### src/rtl/time_base_irq_pkg.sv
// constants for the time base and interrupt block
// assumes one 50 MHz clock and word-aligned AHB-Lite register access
package time_base_irq_pkg;
  localparam int CLK_PERIOD_NS = 20;
  localparam int CLK_HZ = 1000000000 / CLK_PERIOD_NS;
  localparam int DIV4_RATIO = 4;
  localparam int PERIOD_W = 3;
  localparam int CNT_W = 15;
  localparam int BASE_EXP = 8;
  localparam int TB_EN_BIT = 7;
  localparam int NUM_FLAGS = 3;
  localparam int NUM_EVTS = 4;
  // register byte offsets
  localparam logic [7:0] TB0_CTRL_OFS = 8'h00;
  localparam logic [7:0] TB1_CTRL_OFS = 8'h04;
  localparam logic [7:0] PSC_SEL_OFS = 8'h08;
  localparam logic [7:0] INT_CTRL_OFS = 8'h0c;
  localparam logic [7:0] FLAGS_OFS = 8'h10;
  localparam logic [7:0] EVT_STAT_OFS = 8'h14;
  localparam logic [7:0] EVT_MASK_OFS = 8'h18;
  // reset values
  localparam logic [7:0] TB_CTRL_RST = 8'h00;
  localparam logic [1:0] PSC_SEL_RST = 2'h0;
  localparam logic [5:0] INT_CTRL_RST = 6'h00;
  localparam logic [2:0] FLAGS_RST = 3'h0;
  localparam logic [3:0] EVT_RST = 4'h0;
  // interrupt control fields
  localparam int GIE_BIT = 0;
  localparam int TB0_IE_BIT = 1;
  localparam int TB1_IE_BIT = 2;
  localparam int EXT_IE_BIT = 3;
  localparam int EDGE_LSB = 4;
  // flag positions, also the priority order (lowest index first)
  localparam int FLG_EXT = 0;
  localparam int FLG_TB0 = 1;
  localparam int FLG_TB1 = 2;
  localparam int EVT_WAKE = 3;
  // prescaler source codes
  localparam logic [1:0] PSC_SYS = 2'h0;
  localparam logic [1:0] PSC_DIV4 = 2'h1;
  localparam int PSC_SUB_BIT = 1;
  localparam int PC_W = 10;
endpackage

### src/rtl/pin_sync.sv
// two flip-flop synchroniser for one pin
// assumes the pin is asynchronous to ref_clk
`timescale 1ns/1ps
module pin_sync (
  // clock and reset
  input wire logic ref_clk,
  input wire logic rst,
  // pin and result
  input wire logic pinIn,
  output logic pinSync
);
  logic stage1_ff;
  logic stage2_ff;
  always_ff @(posedge ref_clk or posedge rst) begin
    if (rst) begin
      stage1_ff <= 1'b0;
      stage2_ff <= 1'b0;
    end else begin
      stage1_ff <= pinIn;
      stage2_ff <= stage1_ff;
    end
  end
  assign pinSync = stage2_ff;
endmodule

### src/rtl/tbase_divider.sv
// one time base divider with selectable time-out
// assumes tick is a one-cycle prescaled clock enable
`timescale 1ns/1ps
module tbase_divider (
  // clock and reset
  input wire logic ref_clk,
  input wire logic rst,
  // control
  input wire logic tick,
  input wire logic enable,
  input wire logic [time_base_irq_pkg::PERIOD_W-1:0] periodSel,
  // event
  output logic overflow
);
  import time_base_irq_pkg::*;
  logic [CNT_W-1:0] count_ff;
  logic [CNT_W-1:0] nxt_count;
  logic [CNT_W-1:0] lastCount;
  logic ovf_ff;
  logic hit;
  // last count is 2^(8+n)-1, code 110 taken as 2^14
  assign lastCount = CNT_W'((32'h1 << (BASE_EXP + 32'(periodSel))) - 32'h1);
  assign hit = enable && tick && (count_ff == lastCount);
  assign nxt_count = !enable ? '0 : hit ? '0 : tick ? count_ff + 1'b1 : count_ff;
  always_ff @(posedge ref_clk or posedge rst) begin
    if (rst) begin
      count_ff <= '0;
      ovf_ff <= 1'b0;
    end else begin
      count_ff <= nxt_count;
      ovf_ff <= hit;
    end
  end
  assign overflow = ovf_ff;
endmodule

### src/rtl/time_base_irq_wakeup.sv
// time bases, interrupt flags, wake-up and global enable control
// assumes an AHB-Lite master and core logic on ref_clk; pins are asynchronous
//
// Added by the designer: the register offsets and the AHB-Lite slave port.
`timescale 1ns/1ps
module time_base_irq_wakeup (
  // clock and reset
  input wire logic ref_clk,
  input wire logic rst,
  // ahb-lite slave
  input wire logic hsel,
  input wire logic [31:0] haddr,
  input wire logic [1:0] htrans,
  input wire logic hwrite,
  input wire logic [2:0] hsize,
  input wire logic [31:0] hwdata,
  input wire logic hready,
  output logic hreadyout,
  output logic hresp,
  output logic [31:0] hrdata,
  // pins
  input wire logic extIntPin,
  input wire logic subClkPin,
  // core side
  input wire logic sleepMode,
  input wire logic instrBoundary,
  input wire logic stackFull,
  input wire logic [time_base_irq_pkg::PC_W-1:0] pcNow,
  input wire logic interruptExitOp,
  input wire logic subroutineExitOp,
  output logic irqEntry,
  output logic [1:0] irqVector,
  output logic stackPush,
  output logic [time_base_irq_pkg::PC_W-1:0] stackPushData,
  output logic wakeUp,
  output logic irq
);
  import time_base_irq_pkg::*;

  logic [PERIOD_W:0] tb0Ctrl_ff;
  logic [PERIOD_W:0] tb1Ctrl_ff;
  logic [1:0] pscSel_ff;
  logic [5:0] intCtrl_ff;
  logic [NUM_FLAGS-1:0] flags_ff;
  logic [NUM_FLAGS-1:0] flagsPrev_ff;
  logic [NUM_EVTS-1:0] evtStatus_ff;
  logic [NUM_EVTS-1:0] evtMask_ff;
  logic [1:0] div4_ff;
  logic subPrev_ff;
  logic extPrev_ff;
  logic wrPend_ff;
  logic [7:0] wrAddr_ff;
  logic hreadyout_ff;
  logic [31:0] hrdata_ff;
  logic irqEntry_ff;
  logic [1:0] irqVector_ff;
  logic stackPush_ff;
  logic [PC_W-1:0] stackPushData_ff;
  logic wakeUp_ff;
  logic irq_ff;

  logic [PERIOD_W:0] nxt_tb0Ctrl;
  logic [PERIOD_W:0] nxt_tb1Ctrl;
  logic [1:0] nxt_pscSel;
  logic [5:0] nxt_intCtrl;
  logic [NUM_FLAGS-1:0] nxt_flags;
  logic [NUM_EVTS-1:0] nxt_evtStatus;
  logic [NUM_EVTS-1:0] nxt_evtMask;
  logic [31:0] nxt_hrdata;

  logic extSync;
  logic subSync;
  logic subRise;
  logic extRise;
  logic extFall;
  logic extEdge;
  logic pscTick;
  logic tb0Ovf;
  logic tb1Ovf;
  logic addrPhase;
  logic [7:0] rdAddr;
  logic wrTb0;
  logic wrTb1;
  logic wrPsc;
  logic wrInt;
  logic wrFlags;
  logic wrStat;
  logic wrMask;
  logic [NUM_FLAGS-1:0] enables;
  logic [NUM_FLAGS-1:0] pending;
  logic take;
  logic [1:0] takeSel;
  logic [NUM_FLAGS-1:0] serviceClr;
  logic [NUM_FLAGS-1:0] flagSet;
  logic [NUM_FLAGS-1:0] flagRise;
  logic [NUM_EVTS-1:0] evtSet;
  logic plainExit;

  // pin synchronisers
  pin_sync extSyncInst (
    .ref_clk(ref_clk),
    .rst(rst),
    .pinIn(extIntPin),
    .pinSync(extSync)
  );
  pin_sync subSyncInst (
    .ref_clk(ref_clk),
    .rst(rst),
    .pinIn(subClkPin),
    .pinSync(subSync)
  );

  // prescaler source select
  assign subRise = subSync && !subPrev_ff;
  assign pscTick = pscSel_ff[PSC_SUB_BIT] ? subRise :
                   (pscSel_ff == PSC_SYS) ? 1'b1 : (div4_ff == 2'(DIV4_RATIO - 1));

  tbase_divider tb0Inst (
    .ref_clk(ref_clk),
    .rst(rst),
    .tick(pscTick),
    .enable(tb0Ctrl_ff[PERIOD_W]),
    .periodSel(tb0Ctrl_ff[PERIOD_W-1:0]),
    .overflow(tb0Ovf)
  );
  tbase_divider tb1Inst (
    .ref_clk(ref_clk),
    .rst(rst),
    .tick(pscTick),
    .enable(tb1Ctrl_ff[PERIOD_W]),
    .periodSel(tb1Ctrl_ff[PERIOD_W-1:0]),
    .overflow(tb1Ovf)
  );

  // external edge detect, edge select 01 rise, 10 fall, 11 both, 00 off
  assign extRise = extSync && !extPrev_ff;
  assign extFall = !extSync && extPrev_ff;
  assign extEdge = (intCtrl_ff[EDGE_LSB] && extRise) || (intCtrl_ff[EDGE_LSB+1] && extFall);

  // bus decode
  assign addrPhase = hsel && htrans[1] && hready;
  assign rdAddr = haddr[7:0];
  assign wrTb0 = wrPend_ff && (wrAddr_ff == TB0_CTRL_OFS);
  assign wrTb1 = wrPend_ff && (wrAddr_ff == TB1_CTRL_OFS);
  assign wrPsc = wrPend_ff && (wrAddr_ff == PSC_SEL_OFS);
  assign wrInt = wrPend_ff && (wrAddr_ff == INT_CTRL_OFS);
  assign wrFlags = wrPend_ff && (wrAddr_ff == FLAGS_OFS);
  assign wrStat = wrPend_ff && (wrAddr_ff == EVT_STAT_OFS);
  assign wrMask = wrPend_ff && (wrAddr_ff == EVT_MASK_OFS);

  always_comb begin
    nxt_hrdata = 32'h0;
    if (!(addrPhase && !hwrite)) begin
      nxt_hrdata = 32'h0;
    end else if (rdAddr == TB0_CTRL_OFS) begin
      nxt_hrdata = {24'h0, tb0Ctrl_ff[PERIOD_W], 4'h0, tb0Ctrl_ff[PERIOD_W-1:0]};
    end else if (rdAddr == TB1_CTRL_OFS) begin
      nxt_hrdata = {24'h0, tb1Ctrl_ff[PERIOD_W], 4'h0, tb1Ctrl_ff[PERIOD_W-1:0]};
    end else if (rdAddr == PSC_SEL_OFS) begin
      nxt_hrdata = {30'h0, pscSel_ff};
    end else if (rdAddr == INT_CTRL_OFS) begin
      nxt_hrdata = {26'h0, intCtrl_ff};
    end else if (rdAddr == FLAGS_OFS) begin
      nxt_hrdata = {29'h0, flags_ff};
    end else if (rdAddr == EVT_STAT_OFS) begin
      nxt_hrdata = {28'h0, evtStatus_ff};
    end else if (rdAddr == EVT_MASK_OFS) begin
      nxt_hrdata = {28'h0, evtMask_ff};
    end
  end

  // service arbitration, external first then time base 0 then 1
  assign enables = {intCtrl_ff[TB1_IE_BIT], intCtrl_ff[TB0_IE_BIT], intCtrl_ff[EXT_IE_BIT]};
  assign pending = flags_ff & enables;
  assign take = intCtrl_ff[GIE_BIT] && instrBoundary && !stackFull && (|pending) && !irqEntry_ff;
  assign takeSel = pending[FLG_EXT] ? 2'(FLG_EXT) : pending[FLG_TB0] ? 2'(FLG_TB0) : 2'(FLG_TB1);
  assign serviceClr = take ? NUM_FLAGS'(3'h1 << takeSel) : '0;
  assign flagSet = {tb1Ovf, tb0Ovf, extEdge};
  // wake-up looks at a flag rising, whatever its enable
  assign flagRise = flags_ff & ~flagsPrev_ff;
  assign evtSet = {sleepMode && (|flagRise), tb1Ovf, tb0Ovf, extEdge};
  // plain return keeps the global enable as it stands, cleared inside a routine
  assign plainExit = subroutineExitOp && !interruptExitOp;

  // control registers keep only enable and period; bits 6 to 3 read zero
  assign nxt_tb0Ctrl = wrTb0 ? {hwdata[TB_EN_BIT], hwdata[PERIOD_W-1:0]} : tb0Ctrl_ff;
  assign nxt_tb1Ctrl = wrTb1 ? {hwdata[TB_EN_BIT], hwdata[PERIOD_W-1:0]} : tb1Ctrl_ff;
  assign nxt_pscSel = wrPsc ? hwdata[1:0] : pscSel_ff;
  assign nxt_evtMask = wrMask ? hwdata[NUM_EVTS-1:0] : evtMask_ff;
  assign nxt_evtStatus = (evtStatus_ff & ~(wrStat ? hwdata[NUM_EVTS-1:0] : '0)) | evtSet;
  // software write loads the flags, service clears, hardware set wins
  assign nxt_flags = (((wrFlags ? hwdata[NUM_FLAGS-1:0] : flags_ff)) & ~serviceClr) | flagSet;

  // entry clears the global enable last, so it wins over an exit in the same cycle
  always_comb begin
    nxt_intCtrl = wrInt ? hwdata[5:0] : intCtrl_ff;
    if (interruptExitOp) begin
      nxt_intCtrl[GIE_BIT] = 1'b1;
    end
    if (plainExit) begin
      nxt_intCtrl[GIE_BIT] = intCtrl_ff[GIE_BIT];
    end
    if (take) begin
      nxt_intCtrl[GIE_BIT] = 1'b0;
    end
  end

  always_ff @(posedge ref_clk or posedge rst) begin
    if (rst) begin
      tb0Ctrl_ff <= {TB_CTRL_RST[TB_EN_BIT], TB_CTRL_RST[PERIOD_W-1:0]};
      tb1Ctrl_ff <= {TB_CTRL_RST[TB_EN_BIT], TB_CTRL_RST[PERIOD_W-1:0]};
      pscSel_ff <= PSC_SEL_RST;
      intCtrl_ff <= INT_CTRL_RST;
      flags_ff <= FLAGS_RST;
      flagsPrev_ff <= FLAGS_RST;
      evtStatus_ff <= EVT_RST;
      evtMask_ff <= EVT_RST;
    end else begin
      tb0Ctrl_ff <= nxt_tb0Ctrl;
      tb1Ctrl_ff <= nxt_tb1Ctrl;
      pscSel_ff <= nxt_pscSel;
      intCtrl_ff <= nxt_intCtrl;
      flags_ff <= nxt_flags;
      flagsPrev_ff <= flags_ff;
      evtStatus_ff <= nxt_evtStatus;
      evtMask_ff <= nxt_evtMask;
    end
  end

  always_ff @(posedge ref_clk or posedge rst) begin
    if (rst) begin
      div4_ff <= 2'h0;
      subPrev_ff <= 1'b0;
      extPrev_ff <= 1'b0;
    end else begin
      div4_ff <= div4_ff + 2'h1;
      subPrev_ff <= subSync;
      extPrev_ff <= extSync;
    end
  end

  // bus slave, zero wait, always okay
  always_ff @(posedge ref_clk or posedge rst) begin
    if (rst) begin
      wrPend_ff <= 1'b0;
      wrAddr_ff <= 8'h00;
      hreadyout_ff <= 1'b0;
      hrdata_ff <= 32'h0;
    end else begin
      wrPend_ff <= addrPhase && hwrite;
      wrAddr_ff <= haddr[7:0];
      hreadyout_ff <= 1'b1;
      hrdata_ff <= nxt_hrdata;
    end
  end

  // core side outputs
  always_ff @(posedge ref_clk or posedge rst) begin
    if (rst) begin
      irqEntry_ff <= 1'b0;
      irqVector_ff <= 2'h0;
      stackPush_ff <= 1'b0;
      stackPushData_ff <= '0;
      wakeUp_ff <= 1'b0;
      irq_ff <= 1'b0;
    end else begin
      irqEntry_ff <= take;
      irqVector_ff <= take ? takeSel : irqVector_ff;
      stackPush_ff <= take;
      stackPushData_ff <= take ? pcNow : stackPushData_ff;
      wakeUp_ff <= sleepMode && (|flagRise);
      irq_ff <= |(evtStatus_ff & evtMask_ff);
    end
  end

  assign hreadyout = hreadyout_ff;
  assign hresp = 1'b0;
  assign hrdata = hrdata_ff;
  assign irqEntry = irqEntry_ff;
  assign irqVector = irqVector_ff;
  assign stackPush = stackPush_ff;
  assign stackPushData = stackPushData_ff;
  assign wakeUp = wakeUp_ff;
  assign irq = irq_ff;
endmodule

### config.mk
export PLATFORM = sky130hd
export DESIGN_NAME = time_base_irq_wakeup
export DESIGN_NICKNAME = d
export VERILOG_FILES = /design/src/rtl/time_base_irq_pkg.sv /design/src/rtl/pin_sync.sv /design/src/rtl/tbase_divider.sv /design/src/rtl/time_base_irq_wakeup.sv
export SDC_FILE = /design/constraint.sdc
export NUM_CORES = 1
export LEC_CHECK = 0
export BUFFER_PORTS_ARGS = -buffer_cell sky130_fd_sc_hd__clkbuf_2
export CAP_MARGIN = 20
export CELL_PAD_IN_SITES_DETAIL_PLACEMENT = 0
export CELL_PAD_IN_SITES_GLOBAL_PLACEMENT = 1
export CORE_MARGIN = 3
export CORE_UTILIZATION = 37
export CTS_CLUSTER_DIAMETER = 80
export DETAILED_ROUTE_END_ITERATION = 6
export PLACE_DENSITY_LB_ADDON = 0.1
export SETUP_SLACK_MARGIN = 0.02
export SLEW_MARGIN = 25
export SYNTH_ARGS = -nofsm -noshare
export SYNTH_HDL_FRONTEND = slang
export SYNTH_SLANG_ARGS = --single-unit
### constraint.sdc
create_clock -name ref_clk -period 2.9 [get_ports ref_clk]
set_input_delay 0.145 -clock ref_clk [delete_from_list [all_inputs] [get_ports ref_clk]]
set_output_delay 0.145 -clock ref_clk [all_outputs]
set_load 0.01 [all_outputs]
==> metrics.yaml <==
critPathMaxFanout: 20
slowest_stage: "or3b_4"
cts_made_buffers: 9
crit_start: "div4_ff[0]"
num_vias: 3773
die-area_sq_um: 15600
regToRegStartpoint: "div4_ff[0]"
synth_common_cells: "dfrtp_1, nand2_1, buf_4, mux2_2, nand3_1"
drt-pass1-iter-count: 5
skew_ns: 0.00771
root_buffer: "clkbuf_16"
viasPerCell: 5.17
cts_resized: 0
cts-hold-fix-buffers: 8
relSlewSlack: 0.418
synthArstFlopShare: 1.00
fin_ws_ns: 0.758
rsz0062_at_grt: "false"
ys_types: 80
synth_edf_count: 0
grt_max_degree: 43
drtAntennaViolNets: 0
diodes: 0
syn_area_sq_um: 5220
leakagePower_uw: 0.00265
drcViolationCount: 0
cts_sinks: 102
start_util: 0.386
syn_inst: 485
io_pins: 141
clk_latency_ns: 0.35
core_sq_um: 13500
final_core_util: 0.442
fin_nets: 643
die_w_um: 125
rrSetupSlack_ns: 0.76
yosysTopAreaCell: "dfrtp_1"
synth_area_per_cell_sq_um: 10.8
drv_cap: 0
ir_worst_vdd_uv: 336
avgRoutedWirePerCell_um: 15.9
hp-class: "in -> reg"
finalMaxSlewViolations: 0
worstMarginPinSlew_ns: 0.873
area_growth_pct: 14.4
yosysWarnings: 0
track_usage: 0.155
cp.arrival_ns: 2.38
r2r_end: "tb1Inst.count_ff[4]"
path_class: "reg -> reg"
drtIter0Drc: 236
cts_tree: "done"
overflow: 0
ys.flop_type: "dfrtp_1"
power.density_nw_per_um2: 561
h-tree-depth: 3
path_buf_inv: 0
crit_path_cell_trace: "ha_1, or3b_4, o21a_1, and4_1, xor2_1, and2_1"
r2r_cells: 6
wirelength_mm: 11.6
seq_area_frac_synth: 0.489
hold_path_startpoint: "hwdata[5]"
fmax_mhz: 467
synth_seq_cells: 102
grt_pass1_wl_mm: 19.7
grt_pass1_vias: 3697
antenna_found_initial: 0
stdcell_count: 730
slowest_delay_ns: 0.40
pre_cts_ws_ns: 0.755
synth_most_common_cell: "dfrtp_1"
port_buffers: 61
yosys-top-cells-area: "dfrtp_1, mux2_2, buf_4"
totalPowerFinal_uw: 3350
path_clk_slew_ns: 0.07
hold_depth: 2
synthDominantCellAreaShare: 0.489
fin_crit_ns: 2.14
cp.required_ns: 3.14
outcome: "completed"
setup_viol: 0
cts_setup_buffers: 0
cts_buffer_depth: 2
min_period_over_period: 0.739
gp_congestion: 0.795
dp_cells: 706
hold_viol_final: 0
cpLargestDelayFamily: "simple AND/OR/NAND/NOR gates"
die_h_um: 125
rows: 42
dp.final_hpwl_mm: 8.24
cp-start-kind: "flip-flop"
drive_gt1_frac: 0.247
min_to: "intCtrl_ff[5]"
cp-end-kind: "flip-flop"
tns_ns: 0
==> metrics by stage <==
stage               area (sq um)  hold slack [ns]
floorplan                   5310            0.176
global placement            5550            0.221
detailed placement          5550            0.223
CTS                         5970           0.0141
global route                5970           0.0176
finish                      5970           0.0261
==> cells by family (layout without fill, tap and decap cells) <==
group                    Yosys count  count (layout)  share of synthesized area
buffers and inverters             61             105                     0.0729
XOR/XNOR                          10              10                     0.0168
flip-flops                       102             102                      0.489
adder cells (fa/ha/maj)            3               3                    0.00720
multiplexers                      30              30                     0.0662
AND/OR/NAND/NOR                  187             187                      0.222
AO/OA/AOI/OAI                     90              90                      0.124
other                              2              27                    0.00144
==> cell usage in the layout (no fill, tap or decap), drive strengths merged, types with 5 or more instances in the layout <==
master / count
dfrtp: 102
nand4b: 6
conb: 27
a211oi: 5
nor2: 21
nand3b: 10
nor4: 12
buf: 6
mux2i: 6
inv: 13
mux2: 24
a21o: 8
a21oi: 7
nand3: 21
dlygate4sd3: 8
o22ai: 10
and2: 9
nand2: 46
nor2b: 13
nor3: 12
o21ai: 23
and3: 6
and4: 5
xnor2: 6
nand4: 7
clkbuf: 72
==> how the worst max path moves through the flow <==
stage / to / slack, ns / cells past startpoint
after floorplan: div4_ff[0] / 0.08 / 1
after global placement: tb1Inst.count_ff[4] / 0.77 / 6
after detailed placement: tb1Inst.count_ff[4] / 0.76 / 6
after CTS: tb1Inst.count_ff[4] / 0.74 / 6
after global routing: tb1Inst.count_ff[4] / 0.65 / 6
final: tb1Inst.count_ff[4] / 0.76 / 6
==> worst register-to-register path, stage by stage (launching register included) <==
cell and delay (ns):
dfrtp_1 0.38, ha_1 0.20, or3b_4 0.40, o21a_1 0.39
and4_1 0.37, xor2_1 0.14, and2_1 0.15
==> layout make-up <==
cell class                      count  area [sq um]
Fill cell                        1324          7540
Timing Repair Buffer               75           430
Tap cell                          176           220
Multi-Input combinational cell    347          2380
Clock buffer                       11           253
Inverter                           14          55.1
Clock inverter                      5          81.3
Sequential cell                   102          2550
==> state kept, by name, indices dropped and copies added, names as in the netlist, 6 cells and up <==
signal	cells
tb0Inst.count_ff	15
tb1Inst.count_ff	15
stackPushData	10
wrAddr_ff	8
hrdata	7
intCtrl_ff	6
==> metal layers <==
| layer | track usage | share of wire | up-vias |
|---|---|---|---|
| met1 | 0.215 | 0.48 | 1851 |
| met3 | 0.0420 | 0.045 | 9 |
| li1 | - | - | 1824 |
| met4 | 0.0355 | 0.0093 | 0 |
| met2 | 0.242 | 0.47 | 89 |
| met5 | 0 | 0 | - |
==> report_power, final <==
part / internal (uW) / total (uW) / switching, uW
registers: 1540 / 1630 / 91.3
clock network: 803 / 1330 / 528
logic: 175 / 392 / 217
Power figures use the tool's default switching activity.
